### src/msq_pkg.sv
package msq_pkg;
  // Microword field widths
  localparam int UADDR_W    = 12;
  localparam int BEN_W      = 5;
  localparam int TRAP_SEL_W = 4;
  localparam int NSEL_W     = 2;
  localparam int LVL_W      = 5;
  localparam int COND_W     = 8;
  localparam int DEST_W     = 8;

  // Next-address select encodings
  localparam logic [1:0] NSEL_FORK = 2'h0;
  localparam logic [1:0] NSEL_NEXT = 2'h1;
  localparam logic [1:0] NSEL_POP  = 2'h2;
  localparam logic [1:0] NSEL_CALL = 2'h3;

  // Branch-enable code that means no branch
  localparam logic [4:0] BEN_NONE = 5'h00;

  // Register byte offsets
  localparam logic [7:0] REG_IPL_OFS    = 8'h00;
  localparam logic [7:0] REG_SOFT_IRQ_STATUS_OFS   = 8'h04;
  localparam logic [7:0] REG_TIMER_OFS  = 8'h08;
  localparam logic [7:0] REG_STATUS_OFS = 8'h0C;
  localparam logic [7:0] REG_PACKET_OFS = 8'h10;

  // Reset values
  localparam logic [4:0]  IPL_RST   = 5'h1F;
  localparam logic [31:0] TIMER_RST = 32'h0000_0000;

  // Serial interrupt packet: start bit, then type, source, level
  localparam int PKT_TYPE_W = 2;
  localparam int PKT_SRC_W  = 4;
  localparam int PKT_BITS   = PKT_TYPE_W + PKT_SRC_W + LVL_W;

  // Fixed levels and entry points
  localparam logic [4:0]  TIMER_IPL    = 5'h18;
  localparam logic [11:0] TRAP_VECTOR  = 12'h010;
  localparam logic [11:0] FAULT_VECTOR = 12'h020;
  localparam logic [11:0] INT_VECTOR   = 12'h030;
endpackage

### src/microsequencer.sv
// Local design decisions: the Wishbone slave port and the placing of the registers.
`timescale 1ns/1ps
// What this block does
// - Next address from flow, branch, stack, trap, fork.
// - Branch ORs conditions into low three bits.
// - Source conditions held until instruction issues.
// - Result conditions held during hold microword.
// - Call increments pointer, pushes previous address.
// - Return ORs stack top, then pops.
// - Trap enable queued with destination pointer.
// - At retire, check conditions and microtrap.
// - Exception stalls one cycle, then forces issue.
// - Issue checks source pointer and list faults.
// - Issue checks memory and destination faults.
// - Trap lets offending instruction write results.
// - Fault suppresses results, then microtrap begins.
// - Highest interrupt dispatched only above current level.
// - Interrupt compare only at instruction fork.
// - Interrupt dispatch stalls one, forces issue.
// - Interval counter and soft interrupts kept locally.
// - Soft status scanned every cycle, bit is level.
// - Highest soft interrupt arbitrated with others.
// - Request register absent; status bits set directly.
// - Next-address field is twelve bits wide.
// - Thirty-one nonzero branch codes select three conditions.
// - Four-bit select enables trap classes.
module microsequencer #(
  parameter int          STACK_DEPTH = 8,
  parameter int          RQ_DEPTH    = 4,
  parameter logic [11:0] TRAP_ENTRY  = msq_pkg::TRAP_VECTOR,
  parameter logic [11:0] FAULT_ENTRY = msq_pkg::FAULT_VECTOR,
  parameter logic [11:0] INT_ENTRY   = msq_pkg::INT_VECTOR
) (
  // Clock and reset
  input  wire logic                          clk_i,
  input  wire logic                          rst_i,
  // Wishbone slave
  input  wire logic                          wb_cyc_i,
  input  wire logic                          wb_stb_i,
  input  wire logic                          wb_we_i,
  input  wire logic [7:0]                    wb_adr_i,
  input  wire logic [3:0]                    wb_sel_i,
  input  wire logic [31:0]                   wb_dat_i,
  output logic      [31:0]                   wb_dat_o,
  output logic                               wb_ack_o,
  // Microword fields
  input  wire logic [msq_pkg::UADDR_W-1:0]   next_address_field_i,
  input  wire logic [msq_pkg::NSEL_W-1:0]    next_address_select_i,
  input  wire logic [msq_pkg::BEN_W-1:0]     branch_enable_code_i,
  input  wire logic [msq_pkg::TRAP_SEL_W-1:0] trap_class_select_i,
  input  wire logic                          trap_check_en_i,
  // Instruction unit
  input  wire logic [msq_pkg::UADDR_W-1:0]   fork_addr_i,
  input  wire logic                          fork_valid_i,
  // Branch conditions
  input  wire logic [msq_pkg::COND_W-1:0]    src_cond_i,
  input  wire logic [msq_pkg::COND_W-1:0]    res_cond_i,
  input  wire logic                          hold_microword_i,
  // Issue and retire
  input  wire logic                          issue_req_i,
  input  wire logic [msq_pkg::DEST_W-1:0]    dest_ptr_i,
  input  wire logic                          src_ptr_fault_i,
  input  wire logic                          src_list_fault_i,
  input  wire logic                          dst_ptr_fault_i,
  input  wire logic                          op_write_i,
  input  wire logic                          mem_fault_i,
  input  wire logic                          mem_fault_valid_i,
  input  wire logic                          retire_i,
  input  wire logic [msq_pkg::TRAP_SEL_W-1:0] exc_cond_i,
  input  wire logic                          exc_is_fault_i,
  // Serial interrupt packet pin
  input  wire logic                          irq_serial_i,
  // Sequencer outputs
  output logic      [msq_pkg::UADDR_W-1:0]   micro_program_counter_o,
  output logic                               issue_grant_o,
  output logic                               issue_stall_o,
  output logic                               issue_force_o,
  output logic                               result_write_o,
  output logic                               trap_taken_o,
  output logic      [msq_pkg::DEST_W-1:0]    trap_dest_o
);
  import msq_pkg::*;

  typedef enum logic [1:0] {ST_RUN, ST_STALL, ST_FORCE} seq_state_e;

  localparam int SP_W = $clog2(STACK_DEPTH);
  localparam int RQ_W = $clog2(RQ_DEPTH);

  // Sequencer state
  logic [UADDR_W-1:0]   upc_reg, upc_next;
  seq_state_e           state_reg, state_next;
  logic [SP_W-1:0]      sp_reg;
  logic [UADDR_W-1:0]   stack_mem [STACK_DEPTH];
  logic [COND_W-1:0]    src_cond_reg, res_cond_reg;

  // Result queue: trap enable, class select, destination
  logic                 rq_en  [RQ_DEPTH];
  logic [TRAP_SEL_W-1:0] rq_cls [RQ_DEPTH];
  logic [DEST_W-1:0]    rq_dst [RQ_DEPTH];
  logic [RQ_W-1:0]      rq_wr_reg, rq_rd_reg;
  logic [RQ_W:0]        rq_cnt_reg;

  // Software-visible state
  logic [LVL_W-1:0]     ipl_reg;
  logic [31:1]          soft_irq_status_reg;
  logic [31:0]          timer_reload_reg, timer_cnt_reg;
  logic                 timer_pend_reg;
  logic                 hw_pend_reg;
  logic [PKT_BITS-1:0]  pkt_reg;
  logic                 ack_reg;
  logic [31:0]          dat_reg;

  // Serial receiver
  logic [2:0]           pin_sync_reg;
  logic                 pin_reg;
  logic                 rx_busy_reg;
  logic                 rx_phase_reg;
  logic [3:0]           rx_cnt_reg;
  logic [PKT_BITS-1:0]  rx_shift_reg;

  // Branch recipe: code picks one condition per low address bit
  function automatic logic [2:0] branch_bits(input logic [4:0] code,
                                             input logic [15:0] cond);
    logic [3:0] idx;
    branch_bits = 3'h0;
    for (int k = 0; k < 3; k++) begin
      idx = 4'(code[3:0] + 4'(5 * k));
      branch_bits[k] = cond[idx] ^ code[4];
    end
  endfunction

  // Highest set software interrupt level
  function automatic logic [4:0] top_soft(input logic [31:1] bits);
    top_soft = 5'h00;
    for (int n = 1; n < 32; n++) begin
      if (bits[n]) begin
        top_soft = 5'(n);
      end
    end
  endfunction

  // Branch target and stack top
  wire [15:0]         cond_all  = {res_cond_reg, src_cond_reg};
  wire                ben_on    = branch_enable_code_i != BEN_NONE;
  wire [2:0]          ben_or    = ben_on ?
                        branch_bits(branch_enable_code_i, cond_all) : 3'h0;
  wire [UADDR_W-1:0]  br_target = next_address_field_i |
                                  {9'h000, ben_or};
  wire [UADDR_W-1:0]  stack_top = stack_mem[sp_reg];
  wire [UADDR_W-1:0]  ret_addr  = stack_top | next_address_field_i;
  wire                running   = state_reg == ST_RUN;
  wire                advance   = running && !hold_microword_i;

  // Issue-time fault checks
  wire mem_wr_fault = op_write_i & mem_fault_valid_i & mem_fault_i;
  wire issue_fault  = running & issue_req_i &
                      (src_ptr_fault_i | src_list_fault_i |
                       dst_ptr_fault_i | mem_wr_fault);
  wire rq_full      = rq_cnt_reg == (RQ_W+1)'(RQ_DEPTH);
  wire rq_empty     = rq_cnt_reg == '0;
  assign issue_grant_o = issue_req_i & running & !issue_fault & !rq_full;

  // Retire-time exception check against the head entry
  wire retire_ok  = retire_i & !rq_empty;
  wire exc_hit    = rq_en[rq_rd_reg] &
                    |(exc_cond_i & rq_cls[rq_rd_reg]);
  wire retire_exc = running & retire_ok & exc_hit;
  wire exc_fault  = retire_exc & exc_is_fault_i;

  // Interrupt arbitration
  wire [LVL_W-1:0] soft_lvl  = top_soft(soft_irq_status_reg);
  wire [LVL_W-1:0] hw_lvl    = hw_pend_reg ? pkt_reg[LVL_W-1:0] : '0;
  wire [LVL_W-1:0] tmr_lvl   = timer_pend_reg ? TIMER_IPL : '0;
  wire [LVL_W-1:0] hs_lvl    = (hw_lvl > soft_lvl) ? hw_lvl : soft_lvl;
  wire [LVL_W-1:0] best_lvl  = (tmr_lvl > hs_lvl) ? tmr_lvl : hs_lvl;
  wire             pick_tmr  = tmr_lvl > hs_lvl;
  wire             pick_hw   = !pick_tmr && hw_lvl > soft_lvl;
  wire             pick_soft = !pick_tmr && !pick_hw;
  wire             fork_now  = advance && fork_valid_i &&
                               next_address_select_i == NSEL_FORK;
  wire             int_take  = fork_now && !retire_exc && !issue_fault &&
                               best_lvl > ipl_reg;
  wire             exc_any   = retire_exc | issue_fault;
  wire             redirect  = exc_any | int_take;

  // Stack operations only when the microword really advances
  wire do_call = advance && !redirect && next_address_select_i == NSEL_CALL;
  wire do_pop  = advance && !redirect && next_address_select_i == NSEL_POP;

  assign micro_program_counter_o = upc_reg;
  assign issue_stall_o  = state_reg == ST_STALL || rq_full;
  assign issue_force_o  = state_reg == ST_FORCE;
  assign result_write_o = retire_ok & !exc_fault;
  assign trap_taken_o   = retire_exc | issue_fault;
  assign trap_dest_o    = rq_dst[rq_rd_reg];

  // Next micro-address selection
  always_comb begin
    upc_next = upc_reg;
    if (exc_any) begin
      upc_next = (issue_fault | exc_fault) ? FAULT_ENTRY : TRAP_ENTRY;
    end else if (int_take) begin
      upc_next = INT_ENTRY;
    end else if (advance) begin
      unique case (next_address_select_i)
        NSEL_FORK: upc_next = fork_valid_i ? fork_addr_i : upc_reg;
        NSEL_NEXT: upc_next = br_target;
        NSEL_POP:  upc_next = ret_addr;
        NSEL_CALL: upc_next = next_address_field_i;
      endcase
    end
  end

  // Stall one cycle, then force issue
  always_comb begin
    unique case (state_reg)
      ST_RUN:   state_next = redirect ? ST_STALL : ST_RUN;
      ST_STALL: state_next = ST_FORCE;
      ST_FORCE: state_next = ST_RUN;
    endcase
  end

  // Sequencer registers
  always_ff @(posedge clk_i) begin
    if (rst_i) begin
      upc_reg   <= '0;
      state_reg <= ST_RUN;
      sp_reg    <= '0;
    end else begin
      upc_reg   <= upc_next;
      state_reg <= state_next;
      if (do_call) begin
        sp_reg <= sp_reg + 1'b1;
      end else if (do_pop) begin
        sp_reg <= sp_reg - 1'b1;
      end
    end
  end

  // Microstack storage
  always_ff @(posedge clk_i) begin
    if (do_call) begin
      stack_mem[SP_W'(sp_reg + 1'b1)] <= upc_reg;
    end
  end

  // Condition latches
  always_ff @(posedge clk_i) begin
    if (rst_i) begin
      src_cond_reg <= '0;
      res_cond_reg <= '0;
    end else begin
      if (issue_grant_o) begin
        src_cond_reg <= src_cond_i;
      end
      if (!hold_microword_i) begin
        res_cond_reg <= res_cond_i;
      end
    end
  end

  // Result queue of trap enables
  always_ff @(posedge clk_i) begin
    if (issue_grant_o) begin
      rq_en[rq_wr_reg]  <= trap_check_en_i;
      rq_cls[rq_wr_reg] <= trap_class_select_i;
      rq_dst[rq_wr_reg] <= dest_ptr_i;
    end
  end

  always_ff @(posedge clk_i) begin
    if (rst_i) begin
      rq_wr_reg  <= '0;
      rq_rd_reg  <= '0;
      rq_cnt_reg <= '0;
    end else begin
      if (issue_grant_o) begin
        rq_wr_reg <= rq_wr_reg + 1'b1;
      end
      if (retire_ok) begin
        rq_rd_reg <= rq_rd_reg + 1'b1;
      end
      rq_cnt_reg <= rq_cnt_reg + (RQ_W+1)'(issue_grant_o)
                               - (RQ_W+1)'(retire_ok);
    end
  end

  // Serial packet pin synchroniser and agreement filter
  always_ff @(posedge clk_i) begin
    if (rst_i) begin
      pin_sync_reg <= 3'h0;
      pin_reg      <= 1'b0;
    end else begin
      pin_sync_reg <= {pin_sync_reg[1:0], irq_serial_i};
      if (pin_sync_reg[1] == pin_sync_reg[2]) begin
        pin_reg <= pin_sync_reg[2];
      end
    end
  end

  // Packet receiver: start bit, then one bit every second clock, since
  // the agreement filter only passes bits that last two clocks
  wire rx_take = rx_busy_reg && rx_phase_reg;
  wire rx_done = rx_take && rx_cnt_reg == 4'(PKT_BITS - 1);
  always_ff @(posedge clk_i) begin
    if (rst_i) begin
      rx_busy_reg  <= 1'b0;
      rx_phase_reg <= 1'b0;
      rx_cnt_reg   <= 4'h0;
      rx_shift_reg <= '0;
      pkt_reg      <= '0;
    end else if (!rx_busy_reg) begin
      // Phase left set after a packet masks the tail of its last bit
      rx_busy_reg  <= pin_reg & !rx_phase_reg;
      rx_phase_reg <= 1'b0;
      rx_cnt_reg   <= 4'h0;
    end else begin
      rx_phase_reg <= !rx_phase_reg | rx_done;
      if (rx_take) begin
        rx_shift_reg <= {rx_shift_reg[PKT_BITS-2:0], pin_reg};
        rx_cnt_reg   <= rx_cnt_reg + 4'h1;
      end
      if (rx_done) begin
        rx_busy_reg <= 1'b0;
        pkt_reg     <= {rx_shift_reg[PKT_BITS-2:0], pin_reg};
      end
    end
  end

  // Interrupt pending flags: a new request wins over dispatch
  wire take_hw   = int_take & pick_hw;
  wire take_tmr  = int_take & pick_tmr;
  wire take_soft = int_take & pick_soft;
  wire tmr_fire  = timer_reload_reg != '0 && timer_cnt_reg == 32'h1;
  always_ff @(posedge clk_i) begin
    if (rst_i) begin
      hw_pend_reg    <= 1'b0;
      timer_pend_reg <= 1'b0;
    end else begin
      hw_pend_reg    <= rx_done | (hw_pend_reg & !take_hw);
      timer_pend_reg <= tmr_fire | (timer_pend_reg & !take_tmr);
    end
  end

  // Local interval counter
  always_ff @(posedge clk_i) begin
    if (rst_i) begin
      timer_cnt_reg <= TIMER_RST;
    end else if (timer_reload_reg == '0) begin
      timer_cnt_reg <= TIMER_RST;
    end else if (timer_cnt_reg <= 32'h1) begin
      timer_cnt_reg <= timer_reload_reg;
    end else begin
      timer_cnt_reg <= timer_cnt_reg - 32'h1;
    end
  end

  // Wishbone decode
  wire        wb_req  = wb_cyc_i & wb_stb_i & !ack_reg;
  wire        wb_wr   = wb_req & wb_we_i;
  wire        sel_ipl = wb_adr_i == REG_IPL_OFS;
  wire        sel_sis = wb_adr_i == REG_SOFT_IRQ_STATUS_OFS;
  wire        sel_tmr = wb_adr_i == REG_TIMER_OFS;
  wire        sel_sts = wb_adr_i == REG_STATUS_OFS;
  wire        sel_pkt = wb_adr_i == REG_PACKET_OFS;
  wire [31:0] wmask   = {{8{wb_sel_i[3]}}, {8{wb_sel_i[2]}},
                         {8{wb_sel_i[1]}}, {8{wb_sel_i[0]}}};
  wire [31:0] sis_set = (wb_wr && sel_sis) ? (wb_dat_i & wmask) : '0;
  wire [31:0] sis_clr = take_soft ? (32'h1 << soft_lvl) : '0;
  wire [31:0] status_word = {4'h0, 2'(state_reg), 1'(hw_pend_reg),
                             1'(timer_pend_reg), 3'(rq_cnt_reg), best_lvl,
                             4'(sp_reg), upc_reg};
  wire [31:0] rd_mux =
    sel_ipl ? {27'h0, ipl_reg} :
    sel_sis ? {soft_irq_status_reg, 1'b0} :
    sel_tmr ? timer_reload_reg :
    sel_sts ? status_word :
    sel_pkt ? {21'h0, pkt_reg} : 32'h0;

  // Software registers; soft status is write-one-to-set
  always_ff @(posedge clk_i) begin
    if (rst_i) begin
      ipl_reg          <= IPL_RST;
      soft_irq_status_reg         <= '0;
      timer_reload_reg <= TIMER_RST;
    end else begin
      soft_irq_status_reg <= (soft_irq_status_reg & ~sis_clr[31:1]) | sis_set[31:1];
      if (wb_wr && sel_ipl && wb_sel_i[0]) begin
        ipl_reg <= wb_dat_i[LVL_W-1:0];
      end
      if (wb_wr && sel_tmr) begin
        timer_reload_reg <= (timer_reload_reg & ~wmask) |
                            (wb_dat_i & wmask);
      end
    end
  end

  // Bus answer: one wait state, ack for one cycle
  always_ff @(posedge clk_i) begin
    if (rst_i) begin
      ack_reg <= 1'b0;
      dat_reg <= '0;
    end else begin
      ack_reg <= wb_req;
      dat_reg <= wb_req ? rd_mux : dat_reg;
    end
  end
  assign wb_ack_o = ack_reg;
  assign wb_dat_o = dat_reg;
endmodule

### config.mk
export PLATFORM = sky130hd
export DESIGN_NAME = microsequencer
export DESIGN_NICKNAME = d
export VERILOG_FILES = /design/src/msq_pkg.sv /design/src/microsequencer.sv
export SDC_FILE = /design/constraint.sdc
export NUM_CORES = 1
export LEC_CHECK = 0
export BUFFER_PORTS_ARGS = -buffer_cell sky130_fd_sc_hd__buf_2
export CAP_MARGIN = 20
export CORE_MARGIN = 4
export CORE_UTILIZATION = 50
export CTS_BUF_LIST = sky130_fd_sc_hd__clkbuf_8
export DETAILED_ROUTE_END_ITERATION = 16
export PLACE_DENSITY = 0.7
export SYNTH_ARGS = -nofsm -noshare
export SYNTH_HDL_FRONTEND = slang
export SYNTH_SLANG_ARGS = --single-unit
### constraint.sdc
create_clock -name clk_i -period 8.22 [get_ports clk_i]
set_input_delay 0.411 -clock clk_i [delete_from_list [all_inputs] [get_ports clk_i]]
set_output_delay 0.411 -clock clk_i [all_outputs]
set_load 0.02 [all_outputs]
# Yosys cells after proc, flatten, opt, wreduce, memory -nomap -nowiden
# Memory sizes are Yosys's and may differ from the RTL's. A register that Yosys moved wholly into a read port is not among the register bits.
# Index checks and enable logic that the tools add are counted.
# totals
ramBits	148
reg_bits	206
wordCells	224
out_inout_bits	58
n_memories	4
# mem_list
memory	depth	word_bits	rd	rd_clocked_by_memory_dff	wr	line	source
stack_mem	8	12	1	1	1	microsequencer.sv:93	logic [UADDR_W-1:0] stack_mem [STACK_DEPTH];
rq_dst	4	8	1	1	1	microsequencer.sv:99	logic [DEST_W-1:0] rq_dst [RQ_DEPTH];
rq_cls	4	4	1	1	1	microsequencer.sv:98	logic [TRAP_SEL_W-1:0] rq_cls [RQ_DEPTH];
rq_en	4	1	1	1	1	microsequencer.sv:97	logic rq_en [RQ_DEPTH];
# classes
eq_ne	14
n_mux	74
bitwise_logic	44
shifts	1
magnitude_cmp	7
n_reduce_logical	47
add_sub_neg	10
# ops
op	count
32-bit two-way mux	6
5-bit two-way mux	34
32-bit AND	2
12-bit two-way mux	4
12-bit one-hot mux with 4 select lines	1
32-bit by 1-bit equality test with 1-bit output (second input constant)	1
32-bit by 1-bit <= comparator with 1-bit output (second input constant)	1
32-bit logical NOT	1
32-bit NOT	1
32-bit OR	1
32-bit nonzero test	1
1-bit by 5-bit << shifter with 32-bit output (first input constant)	1
32-bit by 1-bit subtractor with 32-bit output (second input constant)	1
31-bit AND	1
31-bit NOT	1
31-bit OR	1
28-bit two-way mux	1
1-bit AND	21
1-bit logical AND	18
8-bit by 4-bit equality test with 1-bit output (second input constant)	2
5-bit greater-than comparator	3
4-bit by 5-bit < comparator with 1-bit output (second input constant)	3
3-bit two-way mux	5
1-bit logical NOT	13
other kinds (38)	73

# Depth between registers and ports, before layout
# logic_depth
word_depth	45
ltp_mapped	30
depth_no_buf	29

# Worst setup path before layout
# Ideal clock, no wire load.
# synth_timing
kind	register -> register
from	register soft_irq_status_reg[24] in the netlist's numbering
to	memory stack_mem[1][0], enable pin
path_buffers	2
arrival_ns	6.057
t_required_ns	7.824
stages_incl_launch_ff	23
period_less_slack_ns	6.454
path_slack_ns	1.766
path_cell_list	dfxtp_1 > or4_1 > or2_2 > clkbuf_1 > a21oi_1 > ha_1 > o21ai_0 > a21oi_1 > o31ai_1 > o21ai_0 > ha_1 > nand2_1 > o31ai_1 > mux2i_1 > ha_1 > a21o_1 > a21oi_1 > a21oi_1 > nor3_1 > and3_1 > clkbuf_1 > nand3_1 > nor3_1
# synth_between
elab_chain_cells	20
# synth_rtl
item	line	source
start, declared	microsequencer.sv:105	logic [31:1] soft_irq_status_reg;
start signal, assigned	microsequencer.sv:387	soft_irq_status_reg <= (soft_irq_status_reg & ~sis_clr[31:1]) | sis_set[31:1];
5-bit two-way mux * (8 in a row)	microsequencer.sv:136	if (bits[n]) begin
5-bit greater-than comparator	microsequencer.sv:174	wire [LVL_W-1:0] hs_lvl = (hw_lvl > soft_lvl) ? hw_lvl : soft_lvl;
5-bit two-way mux *	microsequencer.sv:174	
5-bit greater-than comparator	microsequencer.sv:175	wire [LVL_W-1:0] best_lvl = (tmr_lvl > hs_lvl) ? tmr_lvl : hs_lvl;
5-bit two-way mux *	microsequencer.sv:175	
5-bit greater-than comparator *	microsequencer.sv:182	best_lvl > ipl_reg;
1-bit logical AND *	microsequencer.sv:181	wire int_take = fork_now && !retire_exc && !issue_fault &&
1-bit OR *	microsequencer.sv:184	wire redirect = exc_any | int_take;
1-bit logical NOT *	microsequencer.sv:187	wire do_call = advance && !redirect && next_address_select_i == NSEL_CALL;
1-bit logical AND * (2 in a row)	microsequencer.sv:187	
1-bit two-way mux *	microsequencer.sv:242	if (do_call) begin
1-bit two-way mux (not written as such) *	microsequencer.sv:243	stack_mem[SP_W'(sp_reg + 1'b1)] <= upc_reg;
end, declared	microsequencer.sv:93	
# Every way passes the cells marked *; elsewhere a longest branch is shown, timed or not.

# Final worst setup path
# layout_timing
from	register soft_irq_status_reg[17] in the netlist's numbering
to	memory stack_mem[3][2], enable pin
# layout_between
elab_chain_cells	27
# layout_rtl
item	line
5-bit two-way mux * (15 in a row)	microsequencer.sv:136
5-bit greater-than comparator	microsequencer.sv:174
5-bit two-way mux *	microsequencer.sv:174
5-bit greater-than comparator	microsequencer.sv:175
5-bit two-way mux *	microsequencer.sv:175
5-bit greater-than comparator *	microsequencer.sv:182
1-bit logical AND *	microsequencer.sv:181
1-bit OR *	microsequencer.sv:184
1-bit logical NOT *	microsequencer.sv:187
1-bit logical AND * (2 in a row)	microsequencer.sv:187
1-bit two-way mux *	microsequencer.sv:242
1-bit two-way mux (not written as such) *	microsequencer.sv:243
# Marked as above.

==> flow_metrics.tcl <==
set metrics [dict create \
    status "completed" \
    synth-compound-area-share_pct 12.1 \
    num_rows 65 \
    ant_nets 0 \
    dr.pass1.iters 5 \
    setup_viol_count_final 0 \
    synthDistinctLibCells 70 \
    fin_ws_ns 1.03 \
    grt_pass1_wl_mm 69.8 \
    mostFrequentLayoutCells "dfxtp_1, nor2_1, buf_2, edfxtp_1, nand2_1" \
    ys_top_cells_by_area "edfxtp_1, dfxtp_1, mux4_2" \
    avgSynthCellArea_um2 11.2 \
    gp_congestion 0.958 \
    fp.dieH_um 187 \
    htreeDepth 2 \
    final.setup.tns_ns 0 \
    slew_viol_final 0 \
    clock_skew_ns 0.0160 \
    fillers 2705 \
    maxCapViolations 0 \
    dieArea_um2 34900 \
    synth_xor_area_share_pct 2.25 \
    grt_max_degree 91 \
    period_share_pct 87.5 \
    die_w_um 187 \
    synth_nets 1578 \
    tightest_slew_ns 0.993 \
    syn_to_final_growth_pct 16.8 \
    vias 12300 \
    async_flop_share_pct 0 \
    p_total_mw 4.11 \
    design.core.area_um2 31600 \
    relSlewSlack_pct 33.5 \
    post-route-drc-count 0 \
    yosys-mux-area-fraction_pct 13.2 \
    antenna_found_initial 3 \
    max_freq_mhz 139 \
    drt-total-wl_mm 45.0 \
    power.density_nw_per_um2 220 \
    wl_per_cell_um 21.7 \
    crit_arrival_ns 7.41 \
    finalHoldViolCount 0 \
    clock_latency_ns 0.61 \
    yosys.area_share.adder_pct 2.55 \
    clk_root_buffer_cell "clkbuf_8" \
    design.portCount 183 \
    numCtsBuffers 59 \
    power.leakage_nw 6.98 \
    post-place-ws_ns 1.03 \
    grt_use_total_pct 25.2 \
    post_cts_buffers 0 \
    crit_path_end_kind "register" \
    critPathKind "reg -> reg" \
    nets 1781 \
    layout_commonest_cell "dfxtp_1" \
    rsz0062_at_grt "no" \
    grt_pass1_vias 12200 \
    synth.top_cell.area_share_pct 27.8 \
    hold_path_class "in -> reg" \
    ys_seq_area_share_pct 54.3 \
    post_cts_resized 0 \
    post-route-cell-area_um2 18700 \
    path_clk_slew_ns 0.06 \
    startpoint_type "register" \
    vias_per_cell 5.90 \
    synth-seq-cells 359 \
    postPlaceCellArea_um2 17300 \
    cts_sinks 359 \
    port-buffer-count 182 \
    period_needed_ns 7.19 \
    layout-drive-gt1-share_pct 21.4 \
    synth-edff-count 148 \
    drtIter0Drc 1081 \
    required_ns 8.44 \
    synth-simple-area-share_pct 12.9 \
    grt_overflow 0 \
    yosysWarnings 0 \
    vdd_drop_max_mv 0.159 \
    syn-instance-count 1421 \
    ys.flop_type "dfxtp_1" \
    synth_top_area_cell "edfxtp_1" \
    netlist_area_um2 16000 \
    synth_top_family_by_area "multiplexers" \
    floorplan.initialDensity_pct 50.6 \
    cts_tree "done" \
    crit_fanout 12 \
    cts_buffer_depth 3 \
    dpl.hpwl_mm 31.7 \
]
-- area by class of cell --
cell class / count / area [um2] / area share (%)
repair buffers: 221 / 1250 / 6.69
diodes: 2 / 5.00 / 0.0268
multi-input cells: 947 / 6890 / 36.9
well taps: 402 / 503 / 2.70
clock buffers: 66 / 908 / 4.87
flip-flops and latches: 359 / 8670 / 46.5
clock inverters: 45 / 300 / 1.61
inverters: 36 / 135 / 0.724
-- synthesized netlist by cell type (11+ instances only) --
cell      instances
a211oi_1         29
a21oi_1          83
a221oi_1         24
a22o_1           15
clkbuf_1         65
dfxtp_1         211
edfxtp_1        148
ha_1             31
inv_1            35
mux2i_1          79
mux4_2           42
nand2_1         109
nand3_1          14
nor2_1          200
nor2b_1          12
nor3_1           44
nor4_1           16
o21ai_0          20
o221ai_1         11
o31ai_1          21
or4_1            11
xnor2_1          28
xor2_1           13
-- worst max-delay path, cell delays in order, from the launching register on --
cell and delay (ns):
dfxtp_1 0.35, or4_1 0.57, nor4b_1 0.40, a21oi_1 0.18, ha_1 0.33, o21ai_0 0.08
a21oi_1 0.07, o31ai_1 0.74, o21ai_0 0.27, ha_1 0.25, a21oi_1 0.44, a31oi_1 0.16
o31ai_1 0.22, mux2i_1 0.33, ha_1 0.29, a21o_1 0.16, a21oi_1 0.16, a21oi_1 0.10
nor3_1 0.34, and3_1 0.36, nand3_1 0.19, nor2_1 0.80
-- worst paths after layout --
| check | startpoint | to | slack (ns) | depth (start not counted) |
|---|---|---|---|---|
| max | soft_irq_status_reg[17]$_SDFF_PP0_ | stack_mem[3][2]$_DFFE_PP_ | 1.03 | 21 |
| min | wb_dat_i[30] | soft_irq_status_reg[30]$_SDFF_PP0_ | 0.04 | 2 |
| max reg2reg | soft_irq_status_reg[17]$_SDFF_PP0_ | stack_mem[3][2]$_DFFE_PP_ | 1.03 | 21 |
| min reg2reg | pin_sync_reg[0]$_SDFF_PP0_ | pin_sync_reg[1]$_SDFF_PP0_ | 0.44 | 1 |
-- stage by stage --
stage | std cells | hold slack (ns) | util [%]
finish | 2078 | 0.0369 | 59.1
global route | 2077 | 0.00980 | 59.1
CTS | 2073 | 0.00282 | 59.0
detailed placement | 1946 | 0.425 | 54.7
global placement | 1945 | 0.416 | 54.7
floorplan | 1421 | 0.414 | -
-- power by group --
part	leakage (nW)	total, mW	internal (mW)	switching (mW)
clock	0.675	1.58	0.863	0.722
combinational	3.25	0.526	0.228	0.298
sequential	3.05	1.99	1.91	0.0816
total	6.98	4.11	3.00	1.10
-- layer usage --
metal | up-vias | GRT usage, % | wire length [um]
met5 | - | 0 | 12
met4 | 2 | 9.24 | 1460
met3 | 96 | 5.97 | 3800
met2 | 495 | 38.2 | 19900
met1 | 5932 | 35.6 | 19900
li1 | 5739 | - | -
-- cell families (layout without fill, tap and decap cells) --
group                    after synthesis  in the layout
buffers and inverters                115            368
XOR/XNOR                              41             41
other                                  0              2
AO/OA/AOI/OAI                        277            277
AND/OR/NAND/NOR                      457            457
flip-flops                           359            359
adder cells (fa/ha/maj)               32             32
multiplexers                         140            140
-- repair_timing --
| action | 4_1_cts | 5_1_grt |
|---|---|---|
| hold endpoints to repair | 54 | 0 |
| setup endpoints to repair | 0 | 0 |
| hold buffers | 16 | 0 |
Note: power is estimated with default switching activity, not from simulation.
